==> config.mk <==
export PLATFORM = sky130hd
export DESIGN_NAME = mmq_top
export DESIGN_NICKNAME = d
export VERILOG_FILES = /design/src/verilog/mmq_pkg.sv /design/src/verilog/mmq_ring_if.sv /design/src/verilog/mmq_ring.sv /design/src/verilog/mmq_tx.sv /design/src/verilog/mmq_top.sv
export VERILOG_INCLUDE_DIRS = /design/src /design/src/verilog
export SDC_FILE = /design/constraint.sdc
export NUM_CORES = 2
export LEC_CHECK = 0
export BUFFER_PORTS_ARGS = -buffer_cell sky130_fd_sc_hd__buf_2
export CORE_MARGIN = 4
export CORE_UTILIZATION = 25
export CTS_BUF_LIST = sky130_fd_sc_hd__clkbuf_4
export CTS_CLUSTER_DIAMETER = 50
export DETAILED_ROUTE_END_ITERATION = 10
export GPL_TIMING_DRIVEN = 0
export PLACE_DENSITY = 0.4
export SYNTH_ARGS = -nofsm -noshare
export SYNTH_HDL_FRONTEND = slang
export SYNTH_SLANG_ARGS = --single-unit
==> constraint.sdc <==
create_clock -name CLOCK_IN -period 10 [get_ports CLOCK_IN]
set_clock_uncertainty 0.1 [all_clocks]
set_input_delay 2 -clock CLOCK_IN [delete_from_list [all_inputs] [get_ports CLOCK_IN]]
set_output_delay 2 -clock CLOCK_IN [all_outputs]
set_load 0.01 [all_outputs]
==> src/verilog/mmq_regs.svh <==
`ifndef MMQ_REGS_SVH
`define MMQ_REGS_SVH
// Behaviour
// [RULE1] Simple inbox rings over fixed-size frames
// [RULE2] Simple inbox full: pointers meet, retry
// [RULE3] Simple inbox posting raises processor interrupt
// [RULE4] Four data mailboxes chosen by mailbox field
// [RULE5] Doorbells go to one separate mailbox
// [RULE6] Free and post FIFO pair per priority
// [RULE7] First transaction takes free-list tail frame
// [RULE8] Retry other sender or letter while assembling
// [RULE9] Payload written at frame base plus offset
// [RULE10] Completed message pushed onto post list
// [RULE11] Post to empty post list interrupts processor
// [RULE12] Mailbox busy between last transaction and commit
// [RULE13] Processor pops post list at tail
// [RULE14] Processor returns frames at free-list head
// [RULE15] Free list empty when pointers equal: retry
// [RULE16] Post list empty when pointers equal
// [RULE17] List underflow is fatal, reported in status
// [RULE18] Outbound read gives head or full pattern
// [RULE19] Processor writes descriptor before signalling
// [RULE20] Outbound write advances head, queues message
// [RULE21] Outbound hardware sends tail message to target
// [RULE22] One outbound queue per priority level
// [RULE23] Length is count minus one, segment zero-based
// [RULE24] Standard size places every segment in memory
// [RULE25] Letter tells four concurrent messages apart; the code keeps one message per mailbox and retries any other letter
// [RULE26] Pointers wrap to first entry of region

// ----------------------------------------
// Sizes
// ----------------------------------------
`define MMQ_DEPTH 8
`define MMQ_PTR_W 3
`define MMQ_PTR_ONE 4'h1
`define MMQ_NPRIO 2
`define MMQ_NMBOX 4
`define MMQ_DW 32

// ----------------------------------------
// Local memory layout
// ----------------------------------------
`define MMQ_FRAME_BYTES 32'h0000_1000
`define MMQ_OB_BASE 32'h0001_0000
`define MMQ_OB_PRIO_STRIDE 32'h0000_8000
`define MMQ_DB_BASE 32'h0002_0000
`define MMQ_DB_FRAME_BYTES 32'h0000_0008
`define MMQ_FULL_PATTERN 32'hFFFF_FFFF

// ----------------------------------------
// Status fields
// ----------------------------------------
`define MMQ_FATAL_FREE 0
`define MMQ_FATAL_POST 1
`endif

==> src/verilog/mmq_pkg.sv <==
`include "mmq_regs.svh"
package mmq_pkg;
  typedef logic [`MMQ_DW-1:0] mmq_addr_t;
  typedef enum logic [1:0] {
    MMQ_TX_IDLE = 2'h1,
    MMQ_TX_SEND = 2'h2
  } mmq_tx_state_e;
endpackage

==> src/verilog/mmq_ring_if.sv <==
`timescale 1ns/1ps
`default_nettype none
`include "mmq_regs.svh"
interface mmq_ring_if;
  logic push;
  logic [`MMQ_DW-1:0] push_data;
  logic pop;
  logic [`MMQ_DW-1:0] pop_data;
  logic empty;
  logic full;
  logic underflow;
  logic [`MMQ_PTR_W-1:0] head_idx;
  logic [`MMQ_PTR_W-1:0] tail_idx;
  modport ring(input push, push_data, pop,
    output pop_data, empty, full, underflow, head_idx, tail_idx);
  modport fill(output push, push_data,
    input empty, full, head_idx);
  modport drain(output pop,
    input pop_data, empty, underflow, tail_idx);
endinterface
`default_nettype wire

==> src/verilog/mmq_ring.sv <==
`timescale 1ns/1ps
`default_nettype none
`include "mmq_regs.svh"
module mmq_ring
  import mmq_pkg::*;
(
  // Clock and reset
  input wire logic clk_in,
  input wire logic rst_n_in,
  input wire logic ce_in,
  // Queue
  mmq_ring_if.ring q
);
  logic [`MMQ_DW-1:0] mem [`MMQ_DEPTH];
  logic [`MMQ_PTR_W:0] head_r;
  logic [`MMQ_PTR_W:0] tail_r;
  logic do_push;
  logic do_pop;

  assign q.head_idx = head_r[`MMQ_PTR_W-1:0];
  assign q.tail_idx = tail_r[`MMQ_PTR_W-1:0];
  assign q.empty = (head_r == tail_r); // [RULE15] [RULE16]
  assign q.full = (q.head_idx == q.tail_idx) &&
    (head_r[`MMQ_PTR_W] != tail_r[`MMQ_PTR_W]); // [RULE2]
  assign q.pop_data = mem[q.tail_idx];
  assign q.underflow = ce_in && q.pop && q.empty; // [RULE17]
  assign do_push = ce_in && q.push && !q.full;
  assign do_pop = ce_in && q.pop && !q.empty;

  // ----------------------------------------
  // Pointers
  // ----------------------------------------
  always_ff @(posedge clk_in) begin
    if (!rst_n_in) begin
      head_r <= '0;
      tail_r <= '0;
    end else begin
      if (do_push) begin
        head_r <= head_r + `MMQ_PTR_ONE; // [RULE26]
      end
      if (do_pop) begin
        tail_r <= tail_r + `MMQ_PTR_ONE; // [RULE26]
      end
    end
  end

  // ----------------------------------------
  // Storage
  // ----------------------------------------
  always_ff @(posedge clk_in) begin
    if (do_push) begin
      mem[q.head_idx] <= q.push_data;
    end
  end
endmodule
`default_nettype wire

==> src/verilog/mmq_tx.sv <==
`timescale 1ns/1ps
`default_nettype none
`include "mmq_regs.svh"
module mmq_tx
  import mmq_pkg::*;
(
  // Clock and reset
  input wire logic clk_in,
  input wire logic rst_n_in,
  input wire logic ce_in,
  // Outbound queues, high and low priority
  mmq_ring_if.drain q_hi,
  mmq_ring_if.drain q_lo,
  // Link
  input wire logic tx_ready_in,
  output logic tx_valid_out,
  output logic [`MMQ_DW-1:0] tx_frame_out,
  output logic [15:0] tx_target_out,
  output logic tx_prio_out
);
  mmq_tx_state_e state_r;
  logic take_hi;
  logic take_lo;

  assign take_hi = ce_in && (state_r == MMQ_TX_IDLE) && !q_hi.empty;
  assign take_lo = ce_in && (state_r == MMQ_TX_IDLE) && q_hi.empty &&
    !q_lo.empty;
  assign q_hi.pop = take_hi; // [RULE21]
  assign q_lo.pop = take_lo; // [RULE21]

  // ----------------------------------------
  // Sender state
  // ----------------------------------------
  always_ff @(posedge clk_in) begin
    if (!rst_n_in) begin
      state_r <= MMQ_TX_IDLE;
      tx_valid_out <= 1'b0;
      tx_frame_out <= '0;
      tx_target_out <= '0;
      tx_prio_out <= 1'b0;
    end else if (ce_in) begin
      unique case (state_r)
        MMQ_TX_IDLE: begin
          if (take_hi || take_lo) begin
            state_r <= MMQ_TX_SEND;
            tx_valid_out <= 1'b1;
            tx_prio_out <= take_hi;
            tx_target_out <= take_hi ? q_hi.pop_data[15:0] :
              q_lo.pop_data[15:0]; // [RULE21]
            tx_frame_out <= `MMQ_OB_BASE +
              (take_hi ? `MMQ_OB_PRIO_STRIDE : '0) +
              32'(take_hi ? q_hi.tail_idx : q_lo.tail_idx) *
              `MMQ_FRAME_BYTES;
          end
        end
        MMQ_TX_SEND: begin
          if (tx_ready_in) begin
            state_r <= MMQ_TX_IDLE;
            tx_valid_out <= 1'b0;
          end
        end
      endcase
    end
  end
endmodule
`default_nettype wire

==> src/verilog/mmq_top.sv <==
`timescale 1ns/1ps
`default_nettype none
`include "mmq_regs.svh"
module mmq_top
  import mmq_pkg::*;
(
  // Clock, reset, enable
  input wire logic CLOCK_IN,
  input wire logic RESET_N_IN,
  input wire logic CLK_EN_IN,
  // Inbound link transactions
  input wire logic RX_VALID_IN,
  input wire logic RX_DOORBELL_IN,
  input wire logic [15:0] RX_SENDER_IN,
  input wire logic [1:0] RX_MBOX_IN,
  input wire logic [1:0] RX_LETTER_IN,
  input wire logic RX_PRIO_IN,
  input wire logic [3:0] RX_MSGLEN_IN,
  input wire logic [3:0] RX_MSGSEG_IN,
  input wire logic [8:0] RX_SSIZE_IN,
  input wire logic [15:0] RX_INFO_IN,
  input wire logic [63:0] RX_DATA_IN,
  output logic RX_ACCEPT_OUT,
  output logic RX_RETRY_OUT,
  // Local memory write port
  output logic MEM_WR_OUT,
  output logic [`MMQ_DW-1:0] MEM_ADDR_OUT,
  output logic [63:0] MEM_DATA_OUT,
  // Local processor requests
  input wire logic PROC_PRIO_IN,
  input wire logic PROC_POST_POP_IN,
  input wire logic PROC_FREE_PUSH_IN,
  input wire logic [`MMQ_DW-1:0] PROC_FREE_ADDR_IN,
  input wire logic PROC_DB_POP_IN,
  input wire logic PROC_OB_RD_IN,
  input wire logic PROC_OB_WR_IN,
  input wire logic [15:0] PROC_OB_TARGET_IN,
  output logic PROC_RD_VALID_OUT,
  output logic [`MMQ_DW-1:0] PROC_RD_DATA_OUT,
  // Processor events and status
  output logic MSG_IRQ_OUT,
  output logic DB_IRQ_OUT,
  output logic [`MMQ_NPRIO-1:0] POST_PENDING_OUT,
  output logic FATAL_OUT,
  output logic [1:0] FATAL_CODE_OUT,
  // Outbound link
  input wire logic TX_READY_IN,
  output logic TX_VALID_OUT,
  output logic [`MMQ_DW-1:0] TX_FRAME_OUT,
  output logic [15:0] TX_TARGET_OUT,
  output logic TX_PRIO_OUT
);
  // ----------------------------------------
  // Queues
  // ----------------------------------------
  mmq_ring_if free_if[`MMQ_NPRIO] ();
  mmq_ring_if post_if[`MMQ_NPRIO] ();
  mmq_ring_if ob_if[`MMQ_NPRIO] ();
  mmq_ring_if db_if ();

  logic [`MMQ_NPRIO-1:0] free_empty;
  logic [`MMQ_NPRIO-1:0] post_empty;
  logic [`MMQ_NPRIO-1:0] ob_full;
  logic [`MMQ_NPRIO-1:0] free_uf;
  logic [`MMQ_NPRIO-1:0] post_uf;
  mmq_addr_t free_head [`MMQ_NPRIO];
  mmq_addr_t post_tail [`MMQ_NPRIO];
  mmq_addr_t ob_head [`MMQ_NPRIO];

  // Mailbox assembly slots
  logic [`MMQ_NMBOX-1:0] slot_act_r;
  logic [15:0] slot_src_r [`MMQ_NMBOX];
  logic [1:0] slot_let_r [`MMQ_NMBOX];
  logic slot_prio_r [`MMQ_NMBOX];
  logic [3:0] slot_len_r [`MMQ_NMBOX];
  logic [3:0] slot_cnt_r [`MMQ_NMBOX];
  mmq_addr_t slot_base_r [`MMQ_NMBOX];

  // Commit stage
  logic commit_r;
  logic [1:0] commit_mbx_r;
  logic commit_prio_r;
  mmq_addr_t commit_base_r;

  // Inbound decision
  logic rx_data;
  logic rx_db;
  logic slot_hit;
  logic slot_busy;
  logic accept_data;
  logic accept_db;
  logic first;
  logic last;
  logic msg_prio;
  logic [3:0] msg_len;
  logic [3:0] msg_cnt;
  mmq_addr_t msg_base;
  mmq_addr_t seg_addr;
  mmq_addr_t db_addr;

  genvar p;
  generate
    for (p = 0; p < `MMQ_NPRIO; p++) begin : g_prio
      mmq_ring u_free (
        .clk_in(CLOCK_IN),
        .rst_n_in(RESET_N_IN),
        .ce_in(CLK_EN_IN),
        .q(free_if[p])
      ); // [RULE6]
      mmq_ring u_post (
        .clk_in(CLOCK_IN),
        .rst_n_in(RESET_N_IN),
        .ce_in(CLK_EN_IN),
        .q(post_if[p])
      ); // [RULE6]
      mmq_ring u_ob (
        .clk_in(CLOCK_IN),
        .rst_n_in(RESET_N_IN),
        .ce_in(CLK_EN_IN),
        .q(ob_if[p])
      ); // [RULE22]
      assign free_empty[p] = free_if[p].empty;
      assign free_head[p] = free_if[p].pop_data;
      assign free_uf[p] = free_if[p].underflow;
      assign post_empty[p] = post_if[p].empty;
      assign post_tail[p] = post_if[p].pop_data;
      assign post_uf[p] = post_if[p].underflow;
      assign ob_full[p] = ob_if[p].full;
      assign ob_head[p] = `MMQ_OB_BASE +
        (p != 0 ? `MMQ_OB_PRIO_STRIDE : '0) +
        32'(ob_if[p].head_idx) * `MMQ_FRAME_BYTES;
      // Frame taken from the free-list tail on a first transaction
      assign free_if[p].pop = first && (RX_PRIO_IN == 1'(p)); // [RULE7]
      // Frames returned by the processor
      assign free_if[p].push = PROC_FREE_PUSH_IN &&
        (PROC_PRIO_IN == 1'(p)); // [RULE14]
      assign free_if[p].push_data = PROC_FREE_ADDR_IN;
      assign post_if[p].push = commit_r &&
        (commit_prio_r == 1'(p)); // [RULE10]
      assign post_if[p].push_data = commit_base_r;
      assign post_if[p].pop = PROC_POST_POP_IN &&
        (PROC_PRIO_IN == 1'(p)); // [RULE13]
      assign ob_if[p].push = PROC_OB_WR_IN &&
        (PROC_PRIO_IN == 1'(p)); // [RULE20]
      assign ob_if[p].push_data = {16'h0000, PROC_OB_TARGET_IN};
    end
  endgenerate

  mmq_ring u_db (
    .clk_in(CLOCK_IN),
    .rst_n_in(RESET_N_IN),
    .ce_in(CLK_EN_IN),
    .q(db_if)
  ); // [RULE1] [RULE5]
  assign db_if.push = accept_db;
  assign db_if.push_data = {16'h0000, RX_INFO_IN};
  assign db_if.pop = PROC_DB_POP_IN && !PROC_POST_POP_IN;

  mmq_tx u_tx (
    .clk_in(CLOCK_IN),
    .rst_n_in(RESET_N_IN),
    .ce_in(CLK_EN_IN),
    .q_hi(ob_if[1]),
    .q_lo(ob_if[0]),
    .tx_ready_in(TX_READY_IN),
    .tx_valid_out(TX_VALID_OUT),
    .tx_frame_out(TX_FRAME_OUT),
    .tx_target_out(TX_TARGET_OUT),
    .tx_prio_out(TX_PRIO_OUT)
  ); // [RULE21] [RULE22]

  // ----------------------------------------
  // Inbound decision
  // ----------------------------------------
  assign rx_data = RX_VALID_IN && !RX_DOORBELL_IN;
  assign rx_db = RX_VALID_IN && RX_DOORBELL_IN;
  assign slot_hit = (slot_src_r[RX_MBOX_IN] == RX_SENDER_IN) &&
    (slot_let_r[RX_MBOX_IN] == RX_LETTER_IN); // [RULE25]
  assign slot_busy = commit_r && (commit_mbx_r == RX_MBOX_IN); // [RULE12]
  assign accept_data = rx_data && !slot_busy &&
    (slot_act_r[RX_MBOX_IN] ? slot_hit :
    !free_empty[RX_PRIO_IN]); // [RULE4] [RULE8] [RULE15]
  assign first = accept_data && !slot_act_r[RX_MBOX_IN]; // [RULE7]
  assign msg_prio = first ? RX_PRIO_IN : slot_prio_r[RX_MBOX_IN];
  assign msg_len = first ? RX_MSGLEN_IN : slot_len_r[RX_MBOX_IN];
  assign msg_cnt = first ? 4'h0 : slot_cnt_r[RX_MBOX_IN];
  assign last = accept_data && (msg_cnt == msg_len); // [RULE23]
  assign msg_base = first ? free_head[RX_PRIO_IN] :
    slot_base_r[RX_MBOX_IN];
  assign seg_addr = msg_base +
    32'(RX_MSGSEG_IN) * 32'(RX_SSIZE_IN); // [RULE9] [RULE24]
  assign accept_db = rx_db && !db_if.full; // [RULE2] [RULE5]
  assign db_addr = `MMQ_DB_BASE +
    32'(db_if.head_idx) * `MMQ_DB_FRAME_BYTES; // [RULE1]

  // ----------------------------------------
  // Assembly slots, one per mailbox
  // ----------------------------------------
  genvar g;
  generate
    for (g = 0; g < `MMQ_NMBOX; g++) begin : g_mbox
      always_ff @(posedge CLOCK_IN) begin
        if (!RESET_N_IN) begin
          slot_act_r[g] <= 1'b0;
          slot_src_r[g] <= '0;
          slot_let_r[g] <= '0;
          slot_prio_r[g] <= 1'b0;
          slot_len_r[g] <= '0;
          slot_cnt_r[g] <= '0;
          slot_base_r[g] <= '0;
        end else if (CLK_EN_IN && accept_data &&
            (RX_MBOX_IN == 2'(g))) begin
          slot_act_r[g] <= !last; // [RULE8]
          slot_cnt_r[g] <= msg_cnt + 4'h1;
          if (first) begin
            slot_src_r[g] <= RX_SENDER_IN;
            slot_let_r[g] <= RX_LETTER_IN;
            slot_prio_r[g] <= RX_PRIO_IN;
            slot_len_r[g] <= RX_MSGLEN_IN;
            slot_base_r[g] <= free_head[RX_PRIO_IN]; // [RULE7]
          end
        end
      end
    end
  endgenerate

  // ----------------------------------------
  // Commit of finished messages
  // ----------------------------------------
  always_ff @(posedge CLOCK_IN) begin
    if (!RESET_N_IN) begin
      commit_r <= 1'b0;
      commit_mbx_r <= '0;
      commit_prio_r <= 1'b0;
      commit_base_r <= '0;
      MSG_IRQ_OUT <= 1'b0;
    end else if (CLK_EN_IN) begin
      commit_r <= last; // [RULE12]
      commit_mbx_r <= RX_MBOX_IN;
      commit_prio_r <= msg_prio;
      commit_base_r <= msg_base;
      MSG_IRQ_OUT <= commit_r && post_empty[commit_prio_r]; // [RULE11]
    end
  end

  // ----------------------------------------
  // Link answer and memory writes
  // ----------------------------------------
  always_ff @(posedge CLOCK_IN) begin
    if (!RESET_N_IN) begin
      RX_ACCEPT_OUT <= 1'b0;
      RX_RETRY_OUT <= 1'b0;
      MEM_WR_OUT <= 1'b0;
      MEM_ADDR_OUT <= '0;
      MEM_DATA_OUT <= '0;
      DB_IRQ_OUT <= 1'b0;
    end else if (CLK_EN_IN) begin
      RX_ACCEPT_OUT <= accept_data || accept_db;
      RX_RETRY_OUT <= RX_VALID_IN &&
        !(accept_data || accept_db); // [RULE2] [RULE8] [RULE15]
      MEM_WR_OUT <= accept_data || accept_db; // [RULE9]
      MEM_ADDR_OUT <= accept_db ? db_addr : seg_addr;
      MEM_DATA_OUT <= accept_db ? {48'h0, RX_INFO_IN} : RX_DATA_IN;
      DB_IRQ_OUT <= accept_db; // [RULE3]
    end
  end

  // ----------------------------------------
  // Processor reads
  // ----------------------------------------
  always_ff @(posedge CLOCK_IN) begin
    if (!RESET_N_IN) begin
      PROC_RD_VALID_OUT <= 1'b0;
      PROC_RD_DATA_OUT <= '0;
    end else if (CLK_EN_IN) begin
      PROC_RD_VALID_OUT <= PROC_POST_POP_IN || PROC_DB_POP_IN ||
        PROC_OB_RD_IN;
      if (PROC_POST_POP_IN) begin
        PROC_RD_DATA_OUT <= post_tail[PROC_PRIO_IN]; // [RULE13]
      end else if (PROC_DB_POP_IN) begin
        PROC_RD_DATA_OUT <= db_if.pop_data;
      end else if (ob_full[PROC_PRIO_IN]) begin
        PROC_RD_DATA_OUT <= `MMQ_FULL_PATTERN; // [RULE18]
      end else begin
        PROC_RD_DATA_OUT <= ob_head[PROC_PRIO_IN]; // [RULE18] [RULE19]
      end
    end
  end

  // ----------------------------------------
  // Status
  // ----------------------------------------
  always_ff @(posedge CLOCK_IN) begin
    if (!RESET_N_IN) begin
      POST_PENDING_OUT <= '0;
      FATAL_OUT <= 1'b0;
      FATAL_CODE_OUT <= '0;
    end else if (CLK_EN_IN) begin
      POST_PENDING_OUT <= ~post_empty; // [RULE16]
      if (|free_uf) begin
        FATAL_CODE_OUT[`MMQ_FATAL_FREE] <= 1'b1; // [RULE17]
      end
      if (|post_uf) begin
        FATAL_CODE_OUT[`MMQ_FATAL_POST] <= 1'b1; // [RULE17]
      end
      if ((|free_uf) || (|post_uf)) begin
        FATAL_OUT <= 1'b1; // [RULE17]
      end
    end
  end
endmodule
`default_nettype wire

Word level (Yosys, flattened, before mapping):

Memory sizes are Yosys's and may differ from the RTL's. A register that Yosys moved wholly into a read port is not among the register bits.
Cells that the tools add are included.

* register bits after elaboration: 286
* RAM bits: 1644
* bits of input ports: 178
* word-level logic and storage cells: 360
* memories: 13

* add/sub/neg operators: 21
* multipliers: 1
* $lt $le $gt $ge: 6
* equal/unequal tests: 32
* mux-type cells: 114
* bitwise logic cells: 30
* reductions and logical operators: 104

Memory list
* g_prio[0].u_free.mem: depth 8, bits a word 32, read ports 1, clocked after Yosys merged registers in 1, write ports 1, RTL line mmq_ring.sv:14 `` logic [`MMQ_DW-1:0] mem [`MMQ_DEPTH]; ``
* g_prio[0].u_post.mem: depth 8, bits a word 32, read ports 1, clocked after Yosys merged registers in 1, write ports 1, RTL line mmq_ring.sv:14
* g_prio[1].u_free.mem: depth 8, bits a word 32, read ports 1, clocked after Yosys merged registers in 1, write ports 1, RTL line mmq_ring.sv:14
* g_prio[1].u_post.mem: depth 8, bits a word 32, read ports 1, clocked after Yosys merged registers in 1, write ports 1, RTL line mmq_ring.sv:14
* g_prio[0].u_ob.mem: depth 8, bits a word 16, read ports 1, clocked after Yosys merged registers in 1, write ports 1, RTL line mmq_ring.sv:14
* g_prio[1].u_ob.mem: depth 8, bits a word 16, read ports 1, clocked after Yosys merged registers in 1, write ports 1, RTL line mmq_ring.sv:14
* 7 more memories

Operator list (count)
* $mux W32: 17
* $mux W16: 6
* $logic_and A1 B1 Y1: 70
* $mux W64: 1
* $add A4 B1 Y4 const B: 15
* $mux W1: 55
* $mux W3: 15
* $mux W4: 10
* $add A17 B15 Y18 const A: 2
* $add A17 B32 Y32 const A: 1
* $add A32 B13 Y32: 1
* $add A32 B32 Y32: 1
* $eq A4 B4 Y1: 8
* $or A1 B1 Y1: 24
* $eq A3 B3 Y1: 7
* $logic_not A1 Y1: 21
* $add A18 B6 Y19 const A: 1
* $mux W18: 1
* $eq A16 B16 Y1: 1
* $mul A4 B9 Y13: 1
* $mux W2: 6
* $ne A1 B1 Y1: 7
* $eq A2 B2 Y1 const B: 3
* $lt A1 B2 Y1 const B: 3
* 16 further kinds: 31

Longest topological paths before layout:

* depth in word-level cells: 13
* depth in mapped cells: 23
* mapped depth without buffers: 18

Hierarchy:

A second synthesis with hierarchy kept.

* cell total of the unflattened synthesis: 5151
* area total of the unflattened synthesis: 94249.1 um^2

Modules (own cells, without submodules)
* mmq_ring at g_prio[0].u_free ...: times used 6, cells an instance 452, area an instance 10441.3 um^2, seq. area each 7907.6 um^2
* mmq_top: times used 1, cells an instance 1842, area an instance 19844.0 um^2, seq. area each 10640.2 um^2
* mmq_ring at g_prio[1].u_ob: times used 1, cells an instance 453, area an instance 10463.8 um^2, seq. area each 7907.6 um^2
* mmq_tx: times used 1, cells an instance 144, area an instance 1293.7 um^2, seq. area each 460.4 um^2

Worst setup path after synthesis:

OpenSTA, ideal clock, no wires.

* kind: input -> register
* from: in RX_MBOX_IN[0]
* to: mem slot_base_r[0][0] (netlist bit), enable pin
* setup time: 0.544 ns
* arrival: 7.919 ns
* data required time: 9.356 ns
* setup slack: 1.437 ns
* cell stages on the path: 10
* buffers on the path: 2
* cells stage by stage: buf_4 buf_4 mux4_2 xnor2_1 nand4_1 nor4_1 a31oi_1 nor4_4 nand2_2 o21ai_0

RTL lines
* from (decl): RTL line mmq_top.sv:15 `input wire logic [1:0] RX_MBOX_IN,`
* to (decl): RTL line mmq_top.sv:77 `` mmq_addr_t slot_base_r [`MMQ_NMBOX]; ``

Worst setup path after layout:

* from: in RX_PRIO_IN
* to: reg MEM_ADDR_OUT[19]

* word-level cells in the longest chain between the ends: 9

RTL lines
* from (decl): RTL line mmq_top.sv:17 `input wire logic RX_PRIO_IN,`
* $mux W1 (implied by the code) (2 in series): RTL line mmq_top.sv:182 `!free_empty[RX_PRIO_IN]);`
* $logic_not A1 Y1: RTL line mmq_top.sv:182
* $mux W1: RTL line mmq_top.sv:181 `(slot_act_r[RX_MBOX_IN] ? slot_hit :`
* $logic_and A1 B1 Y1: RTL line mmq_top.sv:180 `assign accept_data = rx_data && !slot_busy &&`
* $logic_and A1 B1 Y1: RTL line mmq_top.sv:183 `assign first = accept_data && !slot_act_r[RX_MBOX_IN];`
* $mux W32 *: RTL line mmq_top.sv:188 `assign msg_base = first ? free_head[RX_PRIO_IN] :`
* named net msg_base[3]: RTL line mmq_top.sv:97 `mmq_addr_t msg_base;`
* $add A32 B13 Y32 *: RTL line mmq_top.sv:190 `assign seg_addr = msg_base +`
* $mux W32 *: RTL line mmq_top.sv:262 `MEM_ADDR_OUT <= accept_db ? db_addr : seg_addr;`
* to (signal assigned): RTL line mmq_top.sv:262
* to (decl): RTL line mmq_top.sv:27 `` output logic [`MMQ_DW-1:0] MEM_ADDR_OUT, ``

Mark *: on every way through the listed nets, which the timed path passes. The rest lies on a longest branch. The select of a mux whose other input is x is not followed.
A chain may end at the register's enable or synchronous reset.

==> impl_metrics.py <==
metrics = {
    "outcome": {
        "status": "finished with violations",
        "violations": "capacitance limit",
    },
    "global_routing": {
        "grt_pass1_vias": 46900,
        "grt-busiest-layer": "met2",
        "grt_pass1_wl_um": 347000,
        "grt-ovfl-total": 0,
        "use_met2_pct": 25.7,
        "grtUsageTotal_pct": 15.2,
        "grt_util_met3_pct": 2.87,
        "grt_max_degree": 37,
        "use_met1_pct": 19.3,
        "antenna_found_initial": 44,
    },
    "critical_path": {
        "worst_r2r_path_depth": 21,
        "start_kind": "input pin",
        "cp.required_ps": 11080,
        "critPathMostFrequentCell": "clkbuf_1",
        "crit_arrival_ps": 9610,
        "crit_start": "RX_PRIO_IN",
        "crit_chain": "clkbuf_1, buf_1, clkbuf_1, clkbuf_1, a21oi_1, o21ai_0, fa_1, ha_1, a21oi_1, o2111ai_1, nand2_1, o211ai_1, nor4_1, nor4_1, nand4_1, xnor2_1, o21ai_0",
        "cp-end-kind": "flop",
        "timing.critical_path.buf_inv": 4,
        "slowest_delay_ps": 1180,
        "worstSetupPathDepth": 17,
        "cpLargestDelayFamily": "buffers and inverters",
        "critPathKind": "input pin to flop",
        "path_max_fanout": 10,
        "cpMaxStageDelayCell": "nor4_1",
    },
    "finish": {
        "drive_above_1_share_pct": 33.0,
        "syn2layout_area_growth_pct": 21.3,
        "stdcell_count": 9968,
        "mostFrequentLayoutCell": "edfxtp_1",
        "multi_input_area_mm2": 0.0206,
        "nets": 5705,
        "final_cell_mix": "edfxtp_1, clkbuf_4, mux4_2",
        "fillCellCount": 30500,
        "seqCellArea_mm2": 0.0549,
        "final_util_pct": 30.6,
    },
    "sta": {
        "timing.hold.ws_ps": 350,
        "relSlewSlack_pct": 0.389,
        "max_freq_ghz": 0.117,
        "rsz0062_at_grt": "no",
        "setup_viol": 0,
        "period_share_pct": 85.3,
        "hold_viol": 0,
        "setup_ws_ps": 1470,
        "worstMarginPinSlew_ps": 1490,
        "min_period_ps": 8530,
        "fin_setup_tns_ps": 0,
        "final-max-slew-violation-count": 0,
    },
    "flow_run": {
        "maxCapViolCount": 1,
    },
    "synthesis": {
        "synth-seq-area-share_pct": 71.7,
        "netlist_instances": 4445,
        "yosysWarnings": 0,
        "yosys.cell_types.count": 71,
        "syn_avg_cell_area_um2": 17.2,
        "synthFlopType": "edfxtp_1",
        "ys_ff_latch": 1922,
        "synth_area_mm2": 0.0766,
        "synth_edf_count": 1643,
        "synthArstFlopShare_pct": 0,
    },
    "floorplan": {
        "io_pins": 367,
        "fp.dieH_um": 561,
        "die-area_mm2": 0.315,
        "rows": 202,
        "die_w_um": 561,
        "start_util_pct": 25.2,
        "placeableCoreArea_mm2": 0.304,
    },
    "placed_design": {
        "finalWeightedCongestion": 0.804,
        "hpwl_um": 172000,
        "dp_slack_ps": 31.9,
        "dp_cells": 8987,
        "io_buffers": 331,
    },
    "clock_network": {
        "clock-sinks": 1922,
        "ctsHoldBuffers": 0,
        "insertion_delay_ps": 1410,
        "clock-root-buffer": "clkbuf_4",
        "cts_buffers": 556,
        "path_clk_slew_ps": 60,
        "cts_tree": "done",
        "cts_buffer_depth": 4,
        "cts_setup_buffers": 0,
        "htree_num_levels": 6,
        "cts_resized": 0,
    },
    "power": {
        "ir_drop_v": 0.000106,
        "power.leakage_nw": 30.9,
        "powerDensity_mw_per_mm2": 188,
    },
    "detailed_routing": {
        "avgViaCountPerCell": 4.43,
        "vias": 44100,
        "wl_um": 246000,
        "drcViolationCount": 0,
        "routedWlPerCell_um": 24.6,
        "firstDrtPassIters": 5,
        "drt-initial-drc-count": 3115,
        "ant_nets": 0,
    },
    "min_path": {
        "worstHoldStart": "MEM_ADDR_OUT[22]",
        "worstHoldPathCells": 2,
        "hp-class": "flop to flop",
    },
}
## cell families after synthesis
logic type | count (synthesis) | share of synthesized area [%]
flops | 1922 | 71.7
simple gates | 1043 | 6.19
mux | 614 | 14.7
compound gates | 348 | 2.91
buf+inv | 344 | 1.93
xor+xnor | 111 | 1.27
fa+ha+maj | 62 | 1.25
other cells | 1 | 0.00490
## final cells by class
cell class | count | share of cell area (%)
diodes | 14 | 0.0377
plain buffers | 295 | 1.40
clock buffers | 842 | 6.80
clock inverters | 125 | 0.990
inverters | 49 | 0.198
multi-input cells | 2205 | 22.2
flip-flops and latches | 1922 | 59.1
well taps | 4080 | 5.49
repair buffers | 436 | 3.76
## routing by layer
metal / share of wire, % / vias up
met3: 4.8 / 417
met1: 42 / 22800
li1: - / 19700
met2: 50 / 1226
met4: 3.5 / 12
met5: 0.034 / -
## report_power, final
| part | total [mW] | switching (mW) | internal (mW) |
|---|---|---|---|
| registers | 8.92 | 0.107 | 8.82 |
| logic | 1.03 | 0.679 | 0.353 |
| clock network | 7.56 | 3.47 | 4.09 |
## metrics by stage
stage                     cell area, um2  total power, mW
after global placement             83400             10.1
final                              92900             17.5
after detailed placement           85600             10.1
after CTS                          92900             17.8
after global routing               92900             18.4
after floorplan                    76700             9.60
## Yosys cell counts (4+ instances only)
cell type     n  area share [%]
edfxtp_1   1643              64
nor2_1      427             2.1
mux4_2      409              12
dfxtp_1     279             7.3
nand2_1     232             1.1
mux2i_1     186             2.4
clkbuf_1    177            0.87
a21oi_1     128            0.84
and2_1      111            0.91
nand3_1      94            0.61
nor3_1       73            0.48
xnor2_1      68            0.78
o21ai_0      63            0.41
inv_1        47            0.23
buf_1        45            0.22
xor2_1       43            0.49
a211oi_1     42            0.41
buf_4        38            0.37
ha_1         38            0.62
nand2b_1     37            0.30
o22ai_1      32            0.26
buf_2        27            0.18
fa_1         24            0.63
nand4_1      23            0.19
a311oi_1     19            0.22
mux2_2       19            0.28
o221a_2      17            0.25
nor2b_1      12           0.098
nor4_1        9           0.074
clkbuf_2      8           0.052
and3_1        5           0.041
o21a_1        5           0.049
a211o_1       4           0.046
a21boi_0      4           0.039
## sequential cells by signal, indices dropped and copies added, names as in the netlist, 16 cells and up, named ones only
| name | count |
|---|---|
| MEM_ADDR_OUT | 32 |
| MEM_DATA_OUT | 64 |
| PROC_RD_DATA_OUT | 32 |
| commit_base_r | 32 |
| g_prio.u_free.mem | 512 |
| g_prio.u_ob.mem | 256 |
| g_prio.u_post.mem | 512 |
| slot_base_r | 128 |
| slot_cnt_r | 16 |
| slot_len_r | 16 |
| slot_src_r | 64 |
| u_db.mem | 128 |
| u_tx.tx_target_out | 16 |
## path summary, 6_finish.rpt
path,end,slack (ps)
max,MEM_ADDR_OUT[19],1470
max reg2reg,MEM_ADDR_OUT[19],1880
min,MEM_ADDR_OUT[22],350
min reg2reg,MEM_ADDR_OUT[22],350
## worst register-to-register path: stages, from the launching register on
cell,delay (ps)
dfxtp_1,470
buf_2,380
buf_2,390
buf_2,390
clkbuf_1,630
mux4_2,410
mux2i_1,430
nor2_1,100
a21oi_1,510
o21ai_0,490
ha_1,460
ha_1,220
fa_1,270
a21oi_1,140
o2111ai_1,340
nand2_1,100
o211ai_1,300
nor4_1,110
nor4_1,1180
nand4_1,260
xnor2_1,240
o21ai_0,90
Note: power is estimated with default switching activity, not from simulation.
